File: src/logic/cbx_pkg.sv
// Shared constants, operation codes and bus carriers for the compare/decimal/step execution slice
package cbx_pkg;

  // ************************************************************
  // Widths
  // ************************************************************
  localparam int ADDR_W = 8;  // Register bus address width
  localparam int DATA_W = 32;  // Register bus data width
  localparam int WORD_W = 16;  // Operand width
  localparam int WORD_MSB = 15;  // Sign bit of a word
  localparam int BYTE_MSB = 7;  // Sign bit of a byte
  localparam int BCD_DIGITS = 4;  // Packed digits in a word

  // ************************************************************
  // Register offsets (byte addresses)
  // ************************************************************
  localparam logic [ADDR_W-1:0] OFF_SRC = 8'h00;  // Source operand
  localparam logic [ADDR_W-1:0] OFF_DST = 8'h04;  // Destination operand and result
  localparam logic [ADDR_W-1:0] OFF_PSW = 8'h08;  // Processor status word
  localparam logic [ADDR_W-1:0] OFF_CMD = 8'h0c;  // Command: a write executes one operation
  localparam logic [ADDR_W-1:0] OFF_STATE = 8'h10;  // Interrupt gating state, read only

  // ************************************************************
  // Status word layout and reset values
  // ************************************************************
  localparam int PSW_C = 0;  // Carry
  localparam int PSW_Z = 1;  // Zero
  localparam int PSW_N = 2;  // Negative
  localparam int PSW_GIE = 3;  // Global interrupt enable
  localparam int PSW_CPU_OFF_BIT = 4;  // CPU off
  localparam int PSW_OSCILLATOR_OFF_BIT = 5;  // Oscillator off
  localparam int PSW_V = 8;  // Overflow
  localparam logic [WORD_W-1:0] PSW_RESET = 16'h0000;  // Status word after reset
  localparam logic [WORD_W-1:0] GIE_MASK = 16'h0008;  // Bit 3 mask
  localparam logic [WORD_W-1:0] WORD_RESET = 16'h0000;  // Operand registers after reset
  localparam logic [WORD_W-1:0] BCD_WORD_MAX = 16'h9999;  // Largest packed decimal word
  localparam logic [WORD_W-1:0] ZERO_WORD = 16'h0000;  // Zero operand

  // ************************************************************
  // Command layout and addends
  // ************************************************************
  localparam int CMD_OP_LSB = 0;  // Operation code, 3 bits
  localparam int CMD_BYTE_BIT = 8;  // 1 selects the byte form
  localparam int STATE_INHIBIT = 0;  // Interrupt held off after enable
  localparam int STATE_ACCEPT = 1;  // Interrupt may be accepted
  localparam logic [WORD_W-1:0] DEC_ADDEND = 16'hffff;  // Adds minus one
  localparam logic [WORD_W-1:0] SUBTRACT_TWO_OP_ADDEND = 16'hfffe;  // Adds minus two
  localparam logic [WORD_W-1:0] INC_ADDEND = 16'h0001;  // Adds one
  localparam logic [4:0] BCD_DIGIT_MAX = 5'h09;  // Largest digit
  localparam logic [4:0] BCD_ADJUST = 5'h06;  // Decimal correction

  // ************************************************************
  // Bus responses
  // ************************************************************
  localparam logic [1:0] RESP_OKAY = 2'h0;  // Normal answer
  localparam logic [1:0] RESP_SLVERR = 2'h2;  // Unmapped address

  // Operation codes
  typedef enum logic [2:0] {
    compare_op = 3'b000,
    bcd_add_op = 3'b001,
    bcd_carry_in_op = 3'b010,
    subtract_one_op = 3'b011,
    subtract_two_op = 3'b100,
    increment_op = 3'b101,
    interrupt_disable_op = 3'b110,
    interrupt_enable_op = 3'b111
  } cbx_op_e;

  // Arithmetic flags of one result
  typedef struct packed {
    logic n;
    logic z;
    logic c;
    logic v;
  } cbx_flags_s;

  // Master to slave signals of the register bus
  typedef struct packed {
    logic awvalid;
    logic [ADDR_W-1:0] awaddr;
    logic wvalid;
    logic [DATA_W-1:0] wdata;
    logic [3:0] wstrb;
    logic bready;
    logic arvalid;
    logic [ADDR_W-1:0] araddr;
    logic rready;
  } cbx_axi_req_s;

  // Slave to master signals of the register bus
  typedef struct packed {
    logic awready;
    logic wready;
    logic bvalid;
    logic [1:0] bresp;
    logic arready;
    logic rvalid;
    logic [DATA_W-1:0] rdata;
    logic [1:0] rresp;
  } cbx_axi_rsp_s;

endpackage

File: src/logic/cbx_add_flags.sv
// Binary adder with word and byte flag generation
`timescale 1ns/1ns
module cbx_add_flags (
  input wire logic [cbx_pkg::WORD_W-1:0] dst,
  input wire logic [cbx_pkg::WORD_W-1:0] addend,
  input wire logic carry_in,
  input wire logic byte_mode,
  output logic [cbx_pkg::WORD_W-1:0] result,
  output cbx_pkg::cbx_flags_s flags
);
  import cbx_pkg::*;

  // ************************************************************
  // Word and byte sums
  // ************************************************************
  logic [WORD_W:0] word_sum;  // 17-bit sum, top bit is word carry
  logic [8:0] byte_sum;  // 9-bit sum, top bit is byte carry

  assign word_sum = {1'b0, dst} + {1'b0, addend} + {16'h0000, carry_in};
  assign byte_sum = {1'b0, dst[7:0]} + {1'b0, addend[7:0]} + {8'h00, carry_in};

  // Byte form works on the low byte only, high byte reads zero
  assign result = byte_mode ? {8'h00, byte_sum[7:0]} : word_sum[WORD_W-1:0];

  // Flags from bit 7 or bit 15 and the matching carry out
  assign flags.n = byte_mode ? byte_sum[BYTE_MSB] : word_sum[WORD_MSB];
  assign flags.z = (result == ZERO_WORD);
  assign flags.c = byte_mode ? byte_sum[8] : word_sum[WORD_W];
  // Signed overflow: like-signed inputs giving a differently signed sum
  assign flags.v = byte_mode ?
    ((dst[BYTE_MSB] == addend[BYTE_MSB]) && (byte_sum[BYTE_MSB] != dst[BYTE_MSB])) :
    ((dst[WORD_MSB] == addend[WORD_MSB]) && (word_sum[WORD_MSB] != dst[WORD_MSB]));

endmodule

File: src/logic/cbx_bcd_digit.sv
// One decimal digit adder with carry in and carry out
`timescale 1ns/1ns
module cbx_bcd_digit (
  input wire logic [3:0] a,
  input wire logic [3:0] b,
  input wire logic carry_in,
  output logic [3:0] sum,
  output logic carry_out
);
  import cbx_pkg::*;

  // ************************************************************
  // Binary sum and decimal correction
  // ************************************************************
  logic [4:0] raw;  // Binary digit sum
  logic [4:0] adjusted;  // Sum with correction added

  assign raw = {1'b0, a} + {1'b0, b} + {4'h0, carry_in};
  assign adjusted = raw + BCD_ADJUST;
  // Above nine the digit wraps and carries; non-decimal inputs give no defined result
  assign carry_out = (raw > BCD_DIGIT_MAX);
  assign sum = carry_out ? adjusted[3:0] : raw[3:0];

endmodule

File: src/logic/cbx_exec.sv
// Execution slice: compare, decimal add, steps and interrupt enable control behind a register bus
//
// Implementation choices: the AXI4-Lite register port and the register offsets.
`timescale 1ns/1ns
// Functional notes
// - Compare adds inverted source plus one, flags only
// - Compare sets N, Z, C, V from difference
// - Arithmetic operations keep the three mode bits
// - Every operation except interrupt disable and enable has word and byte forms
// - Decimal add-carry equals decimal add of zero
// - Add-carry carry on wrap; N, Z from result
// - Decimal add of source plus carry flag
// - Decimal add carry on decimal overflow, N, Z
// - Subtract one: Z if was one, C unless zero
// - Subtract one overflow at most negative value
// - Subtract two: Z if two, C unless below two
// - Subtract two overflow at two lowest negatives
// - Interrupt disable clears only the enable bit
// - Interrupt may still be taken just after disable
// - Interrupt enable sets only the enable bit
// - Next instruction runs before any interrupt after enable
// - Increment adds one, N from result
// - Increment Z, C at all ones; V at max
module cbx_exec (
  aclk,
  aresetn,
  axi_req,
  axi_rsp,
  irq_request,
  irq_accept
);
  import cbx_pkg::*;

  input wire logic aclk;  // 10 MHz clock
  input wire logic aresetn;  // Synchronous reset, active low
  input wire cbx_pkg::cbx_axi_req_s axi_req;  // Bus master signals
  output cbx_pkg::cbx_axi_rsp_s axi_rsp;  // Bus slave signals
  input wire logic irq_request;  // Pending interrupt, asynchronous pin
  output logic irq_accept;  // Interrupt may be accepted now

  // ************************************************************
  // State
  // ************************************************************
  logic [WORD_W-1:0] src_q, src_d;  // Source operand
  logic [WORD_W-1:0] dst_q, dst_d;  // Destination operand
  logic [WORD_W-1:0] psw_q, psw_d;  // Processor status word
  logic [WORD_W-1:0] cmd_q;  // Last command written
  logic [ADDR_W-1:0] awaddr_q;  // Held write address
  logic [DATA_W-1:0] wdata_q;  // Held write data
  logic [3:0] wstrb_q;  // Held byte enables
  logic aw_have_q, w_have_q;  // Address or data held
  logic awready_q, wready_q, bvalid_q;  // Write channel handshakes
  logic [1:0] bresp_q;  // Write answer
  logic arready_q, rvalid_q;  // Read channel handshakes
  logic [DATA_W-1:0] rdata_q;  // Read data
  logic [1:0] rresp_q;  // Read answer
  logic irq_meta_q, irq_sync_q;  // Interrupt request synchroniser
  logic inhibit_q;  // Interrupt held off after enable
  logic accept_q;  // Registered accept output

  // ************************************************************
  // Bus handshakes and decode
  // ************************************************************
  wire aw_hs = axi_req.awvalid && awready_q;  // Write address taken
  wire w_hs = axi_req.wvalid && wready_q;  // Write data taken
  wire b_hs = bvalid_q && axi_req.bready;  // Write answer taken
  wire ar_hs = axi_req.arvalid && arready_q;  // Read address taken
  wire r_hs = rvalid_q && axi_req.rready;  // Read answer taken
  wire do_write = aw_have_q && w_have_q && !bvalid_q;  // Both halves held
  wire hit_src = (awaddr_q == OFF_SRC);
  wire hit_dst = (awaddr_q == OFF_DST);
  wire hit_psw = (awaddr_q == OFF_PSW);
  wire hit_cmd = (awaddr_q == OFF_CMD);
  wire wr_mapped = hit_src || hit_dst || hit_psw || hit_cmd;  // State is read only
  wire exec = do_write && hit_cmd;  // One operation per command write

  // Merge the low two byte lanes into a 16-bit register
  function automatic logic [WORD_W-1:0] merge(input logic [WORD_W-1:0] old, input logic [DATA_W-1:0] data,
                                              input logic [3:0] strb);
    merge = {strb[1] ? data[15:8] : old[15:8], strb[0] ? data[7:0] : old[7:0]};
  endfunction

  // ************************************************************
  // Operation decode
  // ************************************************************
  cbx_op_e op;  // Operation of the command being executed
  logic byte_mode;  // Byte form selected
  assign op = cbx_op_e'(wdata_q[CMD_OP_LSB +: 3]);
  assign byte_mode = wdata_q[CMD_BYTE_BIT];
  wire is_bcd = (op == bcd_add_op) || (op == bcd_carry_in_op);
  wire is_gie = (op == interrupt_disable_op) || (op == interrupt_enable_op);

  // Binary addend: inverted source with carry one for compare, fixed steps otherwise
  logic [WORD_W-1:0] addend;
  assign addend = (op == compare_op) ? ~src_q :
                  (op == subtract_one_op) ? DEC_ADDEND :
                  (op == subtract_two_op) ? SUBTRACT_TWO_OP_ADDEND :
                  (op == increment_op) ? INC_ADDEND : ZERO_WORD;
  wire add_cin = (op == compare_op);

  // ************************************************************
  // Binary adder
  // ************************************************************
  logic [WORD_W-1:0] add_res;  // Binary result
  cbx_flags_s add_flags;  // Binary flags
  cbx_add_flags u_add (
    .dst(dst_q),
    .addend(addend),
    .carry_in(add_cin),
    .byte_mode(byte_mode),
    .result(add_res),
    .flags(add_flags)
  );

  // ************************************************************
  // Decimal adder: four chained digits, carry flag enters digit 0
  // ************************************************************
  logic [WORD_W-1:0] bcd_b;  // Source, or zero for add-carry
  logic [WORD_W-1:0] bcd_sum;  // Digit sums
  logic [BCD_DIGITS:0] bcd_c;  // Digit carries
  assign bcd_b = (op == bcd_add_op) ? src_q : ZERO_WORD;
  assign bcd_c[0] = psw_q[PSW_C];
  genvar gi;
  generate
    for (gi = 0; gi < BCD_DIGITS; gi++) begin : g_digit
      cbx_bcd_digit u_digit (
        .a(dst_q[4*gi +: 4]),
        .b(bcd_b[4*gi +: 4]),
        .carry_in(bcd_c[gi]),
        .sum(bcd_sum[4*gi +: 4]),
        .carry_out(bcd_c[gi+1])
      );
    end
  endgenerate
  logic [WORD_W-1:0] bcd_res;  // Decimal result
  cbx_flags_s bcd_flags;  // Decimal flags, V passed through from the status word
  assign bcd_res = byte_mode ? {8'h00, bcd_sum[7:0]} : bcd_sum;
  assign bcd_flags.n = byte_mode ? bcd_sum[BYTE_MSB] : bcd_sum[WORD_MSB];
  assign bcd_flags.z = (bcd_res == ZERO_WORD);
  assign bcd_flags.c = byte_mode ? bcd_c[2] : bcd_c[BCD_DIGITS];
  assign bcd_flags.v = psw_q[PSW_V];

  // ************************************************************
  // Next register values
  // ************************************************************
  cbx_flags_s new_flags;  // Flags of the executed operation
  assign new_flags = is_bcd ? bcd_flags : add_flags;
  wire [WORD_W-1:0] exec_res = is_bcd ? bcd_res : add_res;
  // Only N, Z, C, V change; mode bits pass through untouched
  wire [WORD_W-1:0] flag_psw = {psw_q[15:9], new_flags.v, psw_q[7:3], new_flags.n, new_flags.z, new_flags.c};

  // Destination: result written back except for compare and enable control
  always_comb begin
    dst_d = dst_q;
    if (exec && !is_gie && (op != compare_op)) begin
      dst_d = exec_res;
    end else if (do_write && hit_dst) begin
      dst_d = merge(dst_q, wdata_q, wstrb_q);
    end
  end

  // Status word: flags, enable bit, or a software write
  always_comb begin
    psw_d = psw_q;
    if (exec && (op == interrupt_disable_op)) begin
      psw_d = psw_q & ~GIE_MASK;
    end else if (exec && (op == interrupt_enable_op)) begin
      psw_d = psw_q | GIE_MASK;
    end else if (exec) begin
      psw_d = flag_psw;
    end else if (do_write && hit_psw) begin
      psw_d = merge(psw_q, wdata_q, wstrb_q);
    end
  end

  assign src_d = (do_write && hit_src) ? merge(src_q, wdata_q, wstrb_q) : src_q;

  // Read multiplexer
  wire rd_src = (axi_req.araddr == OFF_SRC);
  wire rd_dst = (axi_req.araddr == OFF_DST);
  wire rd_psw = (axi_req.araddr == OFF_PSW);
  wire rd_cmd = (axi_req.araddr == OFF_CMD);
  wire rd_state = (axi_req.araddr == OFF_STATE);
  wire rd_mapped = rd_src || rd_dst || rd_psw || rd_cmd || rd_state;
  wire [WORD_W-1:0] rd_word = rd_src ? src_q : rd_dst ? dst_q : rd_psw ? psw_q : rd_cmd ? cmd_q :
                              rd_state ? {14'h0000, accept_q, inhibit_q} : ZERO_WORD;

  // ************************************************************
  // Registers
  // ************************************************************
  // Operand and status registers
  always_ff @(posedge aclk) begin
    if (!aresetn) begin
      src_q <= WORD_RESET;
      dst_q <= WORD_RESET;
      psw_q <= PSW_RESET;
      cmd_q <= WORD_RESET;
    end else begin
      src_q <= src_d;
      dst_q <= dst_d;
      psw_q <= psw_d;
      cmd_q <= exec ? wdata_q[WORD_W-1:0] : cmd_q;
    end
  end

  // Write channel: address and data held in either order, answer after both
  always_ff @(posedge aclk) begin
    if (!aresetn) begin
      aw_have_q <= 1'b0;
      w_have_q <= 1'b0;
      awready_q <= 1'b1;
      wready_q <= 1'b1;
      bvalid_q <= 1'b0;
      bresp_q <= RESP_OKAY;
      awaddr_q <= '0;
      wdata_q <= '0;
      wstrb_q <= 4'h0;
    end else begin
      if (aw_hs) begin
        awaddr_q <= axi_req.awaddr;
      end
      if (w_hs) begin
        wdata_q <= axi_req.wdata;
        wstrb_q <= axi_req.wstrb;
      end
      aw_have_q <= aw_hs ? 1'b1 : (do_write ? 1'b0 : aw_have_q);
      w_have_q <= w_hs ? 1'b1 : (do_write ? 1'b0 : w_have_q);
      awready_q <= aw_hs ? 1'b0 : (b_hs ? 1'b1 : awready_q);
      wready_q <= w_hs ? 1'b0 : (b_hs ? 1'b1 : wready_q);
      bvalid_q <= do_write ? 1'b1 : (b_hs ? 1'b0 : bvalid_q);
      if (do_write) begin
        bresp_q <= wr_mapped ? RESP_OKAY : RESP_SLVERR;
      end
    end
  end

  // Read channel: data answered at the same edge that takes the address
  always_ff @(posedge aclk) begin
    if (!aresetn) begin
      arready_q <= 1'b1;
      rvalid_q <= 1'b0;
      rdata_q <= '0;
      rresp_q <= RESP_OKAY;
    end else begin
      arready_q <= ar_hs ? 1'b0 : (r_hs ? 1'b1 : arready_q);
      rvalid_q <= ar_hs ? 1'b1 : (r_hs ? 1'b0 : rvalid_q);
      if (ar_hs) begin
        rdata_q <= {16'h0000, rd_word};
        rresp_q <= rd_mapped ? RESP_OKAY : RESP_SLVERR;
      end
    end
  end

  // Interrupt gating: held off for one instruction after enable
  always_ff @(posedge aclk) begin
    if (!aresetn) begin
      irq_meta_q <= 1'b0;
      irq_sync_q <= 1'b0;
      inhibit_q <= 1'b0;
      accept_q <= 1'b0;
    end else begin
      irq_meta_q <= irq_request;
      irq_sync_q <= irq_meta_q;
      inhibit_q <= exec ? (op == interrupt_enable_op) : inhibit_q;
      // Built from the registered enable bit, so it lags a disable by one cycle
      accept_q <= psw_q[PSW_GIE] && irq_sync_q && !inhibit_q;
    end
  end

  // ************************************************************
  // Outputs
  // ************************************************************
  assign axi_rsp.awready = awready_q;
  assign axi_rsp.wready = wready_q;
  assign axi_rsp.bvalid = bvalid_q;
  assign axi_rsp.bresp = bresp_q;
  assign axi_rsp.arready = arready_q;
  assign axi_rsp.rvalid = rvalid_q;
  assign axi_rsp.rdata = rdata_q;
  assign axi_rsp.rresp = rresp_q;
  assign irq_accept = accept_q;
endmodule

File: config.mk
export PLATFORM = sky130hd
export DESIGN_NAME = cbx_exec
export DESIGN_NICKNAME = d
export VERILOG_FILES = /design/src/logic/cbx_pkg.sv /design/src/logic/cbx_add_flags.sv /design/src/logic/cbx_bcd_digit.sv /design/src/logic/cbx_exec.sv
export SDC_FILE = /design/constraint.sdc
export NUM_CORES = 1
export LEC_CHECK = 0
export CORE_MARGIN = 10
export CORE_UTILIZATION = 40
export DETAILED_ROUTE_END_ITERATION = 10
export DONT_BUFFER_PORTS = 1
export GPL_ROUTABILITY_DRIVEN = 0
export SLEW_MARGIN = 30
export SYNTH_ARGS = -nofsm -noshare
export SYNTH_HDL_FRONTEND = slang
export SYNTH_SLANG_ARGS = --single-unit
File: constraint.sdc
create_clock -name aclk -period 10.2 [get_ports aclk]
set_clock_uncertainty 0.15 [all_clocks]
set_input_delay 0.51 -clock aclk [delete_from_list [all_inputs] [get_ports aclk]]
set_output_delay 0.51 -clock aclk [all_outputs]
set_load 0.1 [all_outputs]
==> qor.txt, run 1 <==
outcome = finished clean
die height = 159 um
WS Path Type = flop to flop
worst slew pin tran = 1.02 ns
synth cell count leaders = 163 x nand2_1, 119 x dfxtp_1, 47 x clkbuf_1
R2R Setup Slk = 0.93 ns
Worst setup EP type = flop
# diodes = 0
cells after synthesis = 954
Core Region = 18800 sq um
Final ANT Viol Nets = 0
sw power = 0.000393 W
Reg clk slew, reported paths = 0.06 ns
syn avg cell area = 8.07 sq um
Worst Reg-to-Reg Cells = 36
postcts setup bufs = 0
Placed Instance Area = 7740 sq um
Ports = 102
Setup Viol. Count Final = 0
Placement Setup Slack = 1.00 ns
Overflow after GRT = 0
post-synth top area share = 0.309
Leak Pwr = 3.44 nW
Starting DRT DRC Count = 533
nets = 1018
worst path required time = 10.35 ns
most repeated library cell on the critical path = fa_1
# hold bufs at CTS = 0
CTS Root Cell = clkbuf_16
TritonCTS Sinks = 119
number of synthesized register bits = 119
area grow syn2layout = 8.40%
number of global-route vias before repair = 6302
total power = 0.00130 W
worst path bufs/invs = 7
DR WL/cell = 17.4 um
Slew HR = 0.319
final-report hold violation count = 0
TritonRoute pass-1 iters = 6
buffers added on ports = 0
Pint = 0.000906 W
hold depth = 1
largest cells by area after synthesis = dfxtp_1 31%, nand2_1 7.9%, mux2i_1 5.8%
post_cts resized = 0
pwr/cell area = 156 nW/um^2
Die W = 159 um
Primary FF master, synth = dfxtp_1
share of cells above drive strength 1 = 0.0625
critical path startpoint category = flop
sw frac = 0.302
final worst slack = 0.930 ns
CTS tree = done
slowest stage cell, crit path = dfxtp_1
Warnings, synthesis = 0
post-DP HPWL = 15.2 mm
Reg-to-Reg Start = wdata_q[1]
critical register-to-register path endpoint = dst_q[14]
clock network power share = 0.459
vias = 6495
Critical Path Max Stage Delay = 0.54 ns
total track usage = 0.161
count leader, synth = nand2_1
TritonCTS Buffers = 17
f_max = 108 MHz
Detailed Route WL = 20.7 mm
row count = 50
Max Root-Sink Buffers = 2
Final Hold Slack = 0.0753 ns
fin. max-slew vios = 0
final period utilization = 0.909
Finished Cell Area = 8350 sq um
hold_sp = aresetn
Initial Util = 0.409
EDFF count, synth = 0
Worst Path Arrival = 9.42 ns
Top Family by Delay on Critical Path = adder cells
unrepaired setup endpoints after global routing = false
Max rail drop VDD = 135 uV
wire length of the first global-routing pass = 34.1 mm
via density per instance = 5.47
Mapped Area = 7700 sq um
setup TNS = 0 ns
WHS Endpoint = arready_q
Yosys cell types = 66
H-tree level count = 4
worst min-delay path category = input port to flop
initial antenna violation count = 0
post-synth top area cell = dfxtp_1
Max-cap violations = 0
post-synthesis async set-or-reset flop share = 0
register area share after synthesis = 0.309
Comb pwr share = 0.124
worst-path maximum fanout = 10
DRC Markers = 0
crit path time final = 9.27 ns
Clock Latency Late Sink = 0.41 ns
Sequential Power Share = 0.418
largest net degree at the start of global routing = 121
die area = 25200 sq um
-- placed cells by master (no fill, tap or decap), drive strengths merged, types with 6 or more instances in the layout --
| cell | synthesis | final |
|---|---|---|
| a21boi | 64 | 64 |
| a21oi | 45 | 45 |
| a22oi | 14 | 14 |
| a31oi | 7 | 7 |
| and2 | 26 | 26 |
| and3 | 10 | 10 |
| buf | 35 | 7 |
| clkbuf | 47 | 19 |
| conb | 1 | 18 |
| dfxtp | 119 | 119 |
| fa | 10 | 10 |
| ha | 33 | 33 |
| inv | 27 | 29 |
| mux2 | 6 | 6 |
| mux2i | 45 | 45 |
| nand2 | 163 | 163 |
| nand2b | 12 | 12 |
| nand3 | 27 | 27 |
| nand4 | 7 | 7 |
| nor2 | 30 | 30 |
| nor2b | 35 | 35 |
| nor3 | 10 | 10 |
| o211a | 17 | 17 |
| o211ai | 19 | 19 |
| o21ai | 56 | 56 |
| xnor2 | 18 | 18 |
| xor2 | 8 | 8 |
-- state kept, by name, summed over array words and instances, names as in the netlist, 2 cells and up --
name,count
cmd_q,16
dst_q,16
psw_q,16
rdata_q,16
src_q,16
wdata_q,16
awaddr_q,8
wstrb_q,2
-- through the flow --
stage               instances   util
detailed placement       1156  0.411
floorplan                 971      -
global route             1188  0.443
global placement         1156  0.411
CTS                      1188  0.443
finish                   1188  0.443
-- cell type report --
| type | count | area (sq um) |
|---|---|---|
| Fill cell | 1894 | 10500 |
| Clock buffer | 19 | 453 |
| Timing Repair Buffer | 7 | 52.6 |
| Inverter | 27 | 101 |
| Clock inverter | 13 | 148 |
| Sequential cell | 119 | 2390 |
| Tap cell | 260 | 325 |
| Multi-Input combinational cell | 743 | 4880 |
-- logic make-up after synthesis --
logic type      share of synthesized area
compound gates                      0.231
xor+xnor                           0.0296
fa+ha+maj                          0.0796
buf+inv                            0.0658
flops                               0.309
mux                                0.0673
other cells                      0.000487
simple gates                        0.216
-- worst max path at each step --
stage / slack [ns] / to / startpoint / cells past startpoint
2_1_floorplan: 2.08 / dst_q[14] / wdata_q[2] / 35
3_3_place_gp: 1.13 / dst_q[14] / wdata_q[1] / 36
3_5_place_dp: 1.00 / dst_q[14] / wdata_q[1] / 36
4_1_cts: 0.97 / dst_q[14] / wdata_q[1] / 36
5_1_grt: 0.11 / dst_q[14] / wdata_q[1] / 38
6_report: 0.93 / dst_q[14] / wdata_q[1] / 36
-- power by group through the flow --
stage,registers [W],logic (W),clock network [W]
floorplan,0.000533,0.000158,0
global placement,0.000552,0.000159,0
detailed placement,0.000552,0.000159,0
CTS,0.000542,0.000160,0.000606
global route,0.000545,0.000176,0.000627
finish,0.000542,0.000161,0.000596
-- metal layers --
layer	GRT usage	part of all wire	routed length, um
met5	0	0	0
met4	0.0493	0.016	337
met3	0.0323	0.053	1110
met2	0.253	0.45	9310
met1	0.216	0.48	9960
(Power assumes the default switching activity.)
==> inputs of run 2 (changes only) <==
--- a/config.mk
+++ b/config.mk
@@ -7,6 +7,7 @@
 export LEC_CHECK = 0
 export CORE_MARGIN = 10
 export CORE_UTILIZATION = 40
+export CTS_BUF_LIST = sky130_fd_sc_hd__clkbuf_4
 export DETAILED_ROUTE_END_ITERATION = 10
 export DONT_BUFFER_PORTS = 1
 export GPL_ROUTABILITY_DRIVEN = 0
==> qor.txt, run 2 (synthesis results as in run 1) <==
initial antenna violation count = 1 (was 0)
post-DP HPWL = 15.2 mm (unchanged)
crit path time final = 9.29 ns (was 9.27 ns)
hold depth = 1 (unchanged)
Setup Viol. Count Final = 0 (unchanged)
Starting DRT DRC Count = 615 (was 533)
Worst Reg-to-Reg Cells = 36 (unchanged)
critical path startpoint category = flop (unchanged)
via density per instance = 5.46 (was 5.47)
DRC Markers = 0 (unchanged)
number of global-route vias before repair = 6478 (was 6302)
Initial Util = 0.409 (unchanged)
Seq. cell area = 2390 sq um (unchanged)
Placed Instance Area = 7740 sq um (unchanged)
commonest cells after routing, fill and taps aside = 163 x nand2_1, 113 x dfxtp_1, 45 x a21boi_0, 45 x mux2i_1 (unchanged)
WS Path Type = flop to flop (unchanged)
H-tree level count = 4 (unchanged)
Max-cap violations = 0 (unchanged)
Detailed Route WL = 21.2 mm (was 20.7 mm)
Clock Latency Late Sink = 0.52 ns (was 0.41 ns)
sw frac = 0.351 (was 0.302)
Sequential Power Share = 0.513 (was 0.418)
final-report hold violation count = 0 (unchanged)
area grow syn2layout = 8.56% (was 8.40%)
worst path required time = 10.46 ns (was 10.35 ns)
Worst Path Arrival = 9.56 ns (was 9.42 ns)
worst min-delay path category = input port to flop (unchanged)
die area = 25200 sq um (unchanged)
Critical Path Max Stage Delay = 0.56 ns (was 0.54 ns)
Final ANT Viol Nets = 0 (unchanged)
Worst setup EP type = flop (unchanged)
share of cells above drive strength 1 = 0.0594 (was 0.0625)
worst slew pin tran = 1.02 ns (about the same)
Max Root-Sink Buffers = 2 (unchanged)
pwr/cell area = 126 nW/um^2 (was 156 nW/um^2)
DR WL/cell = 17.4 um (about the same)
sw power = 0.000370 W (was 0.000393 W)
unrepaired setup endpoints after global routing = false (unchanged)
final period utilization = 0.911 (was 0.909)
wire length of the first global-routing pass = 35.0 mm (was 34.1 mm)
Ports = 102 (unchanged)
Core Region = 18800 sq um (unchanged)
slowest stage cell, crit path = dfxtp_1 (unchanged)
post_cts resized = 0 (unchanged)
vias = 6660 (was 6495)
TritonCTS Buffers = 17 (unchanged)
fill cell count = 1865 (was 1894)
most common cell after layout, fill and taps aside = nand2_1 (unchanged)
Leak Pwr = 3.43 nW (was 3.44 nW)
total track usage = 0.166 (was 0.161)
die height = 159 um (unchanged)
TritonRoute pass-1 iters = 7 (was 6)
largest net degree at the start of global routing = 114 (was 121)
row count = 50 (unchanged)
Overflow after GRT = 0 (unchanged)
TritonCTS Sinks = 119 (unchanged)
Max rail drop VDD = 140 uV (was 135 uV)
Comb pwr share = 0.169 (was 0.124)
worst-path maximum fanout = 10 (unchanged)
Die W = 159 um (unchanged)
clock network power share = 0.317 (was 0.459)
CTS Root Cell = clkbuf_4 (was clkbuf_16)
buffers added on ports = 0 (unchanged)
setup TNS = 0 ns (unchanged)
Reg clk slew, reported paths = 0.11 ns (was 0.06 ns)
outcome = finished clean (unchanged)
most repeated library cell on the critical path = fa_1 (unchanged)
nets = 1049 (was 1018)
Pint = 0.000685 W (was 0.000906 W)
fin. max-slew vios = 0 (unchanged)
Finished Cell Area = 8360 sq um (was 8350 sq um)
CTS tree = done (unchanged)
f_max = 108 MHz (about the same)
area of the multi-input gates = 4880 sq um (unchanged)
Slew HR = 0.322 (was 0.319)
run 2: changes by cell type in the layout (fill, tap and decap cells not counted), sizes merged:
cell | previous run | this run
dlygate4sd3 | 0 | 30
clkbuf | 19 | 17
clkinv | 5 | 7
buf | 7 | 8
diode | 0 | 1
run 2: worst paths after layout:
path / from / endpoint / slack (ns)
hold reg to reg: irq_meta_q / irq_sync_q / 0.30
setup / recovery: wdata_q[1] / dst_q[14] / 0.91
hold / removal: aresetn / irq_accept / 0.04
setup reg to reg: wdata_q[1] / dst_q[14] / 0.91
run 2: area by class of cell:
class	instances	area share
timing repair buffer	38	0.0455
sequential	119	0.286
inverter	27	0.0121
multi-input combinational	743	0.583
clock buffer	17	0.0153
antenna	1	0.000299
clock inverter	15	0.0186
tap	260	0.0389
run 2: power by group through the flow:
| stage | logic [W] | registers (W) | clock network (W) |
|---|---|---|---|
| after floorplan | 0.000158 | 0.000533 | 0 |
| after global placement | 0.000159 | 0.000552 | 0 |
| after detailed placement | 0.000159 | 0.000552 | 0 |
| after CTS | 0.000176 | 0.000542 | 0.000344 |
| after global routing | 0.000195 | 0.000544 | 0.000363 |
| final | 0.000179 | 0.000542 | 0.000335 |
run 2: through the flow:
step	cells	setup slack (ns)	utilization	total power (W)	hold slack [ns]
final	1220	0.906	0.444	0.00106	0.0426
after global routing	1220	0.0877	0.444	0.00110	0.0153
after CTS	1219	0.950	0.443	0.00106	0.00899
after detailed placement	1156	1.00	0.411	0.000710	0.270
after global placement	1156	1.13	0.411	0.000710	0.264
after floorplan	971	2.08	-	0.000691	0.262
run 2: layer usage:
metal,share of wire,global-route usage,vias to the layer above
met5,0,0,-
met4,0.013,0.0378,0
met3,0.056,0.0349,18
met2,0.46,0.271,167
met1,0.47,0.218,3181
li1,-,-,3294
run 2: critical path, delay by kind of cell (launching register included):
kind | cells | cell delay [ns]
AOI/OAI and AO/OA | 7 | 1.42
xor gates and xnor gates | 2 | 0.58
adders and majority gates | 11 | 3.89
buffers and inverters | 7 | 0.70
DFF | 1 | 0.56
muxes | 1 | 0.19
and+or+nand+nor | 8 | 1.70
run 2: repair_timing:
item	CTS	global route
buffers inserted	0	0
hold buffers	31	0
hold endpoints to repair	114	0
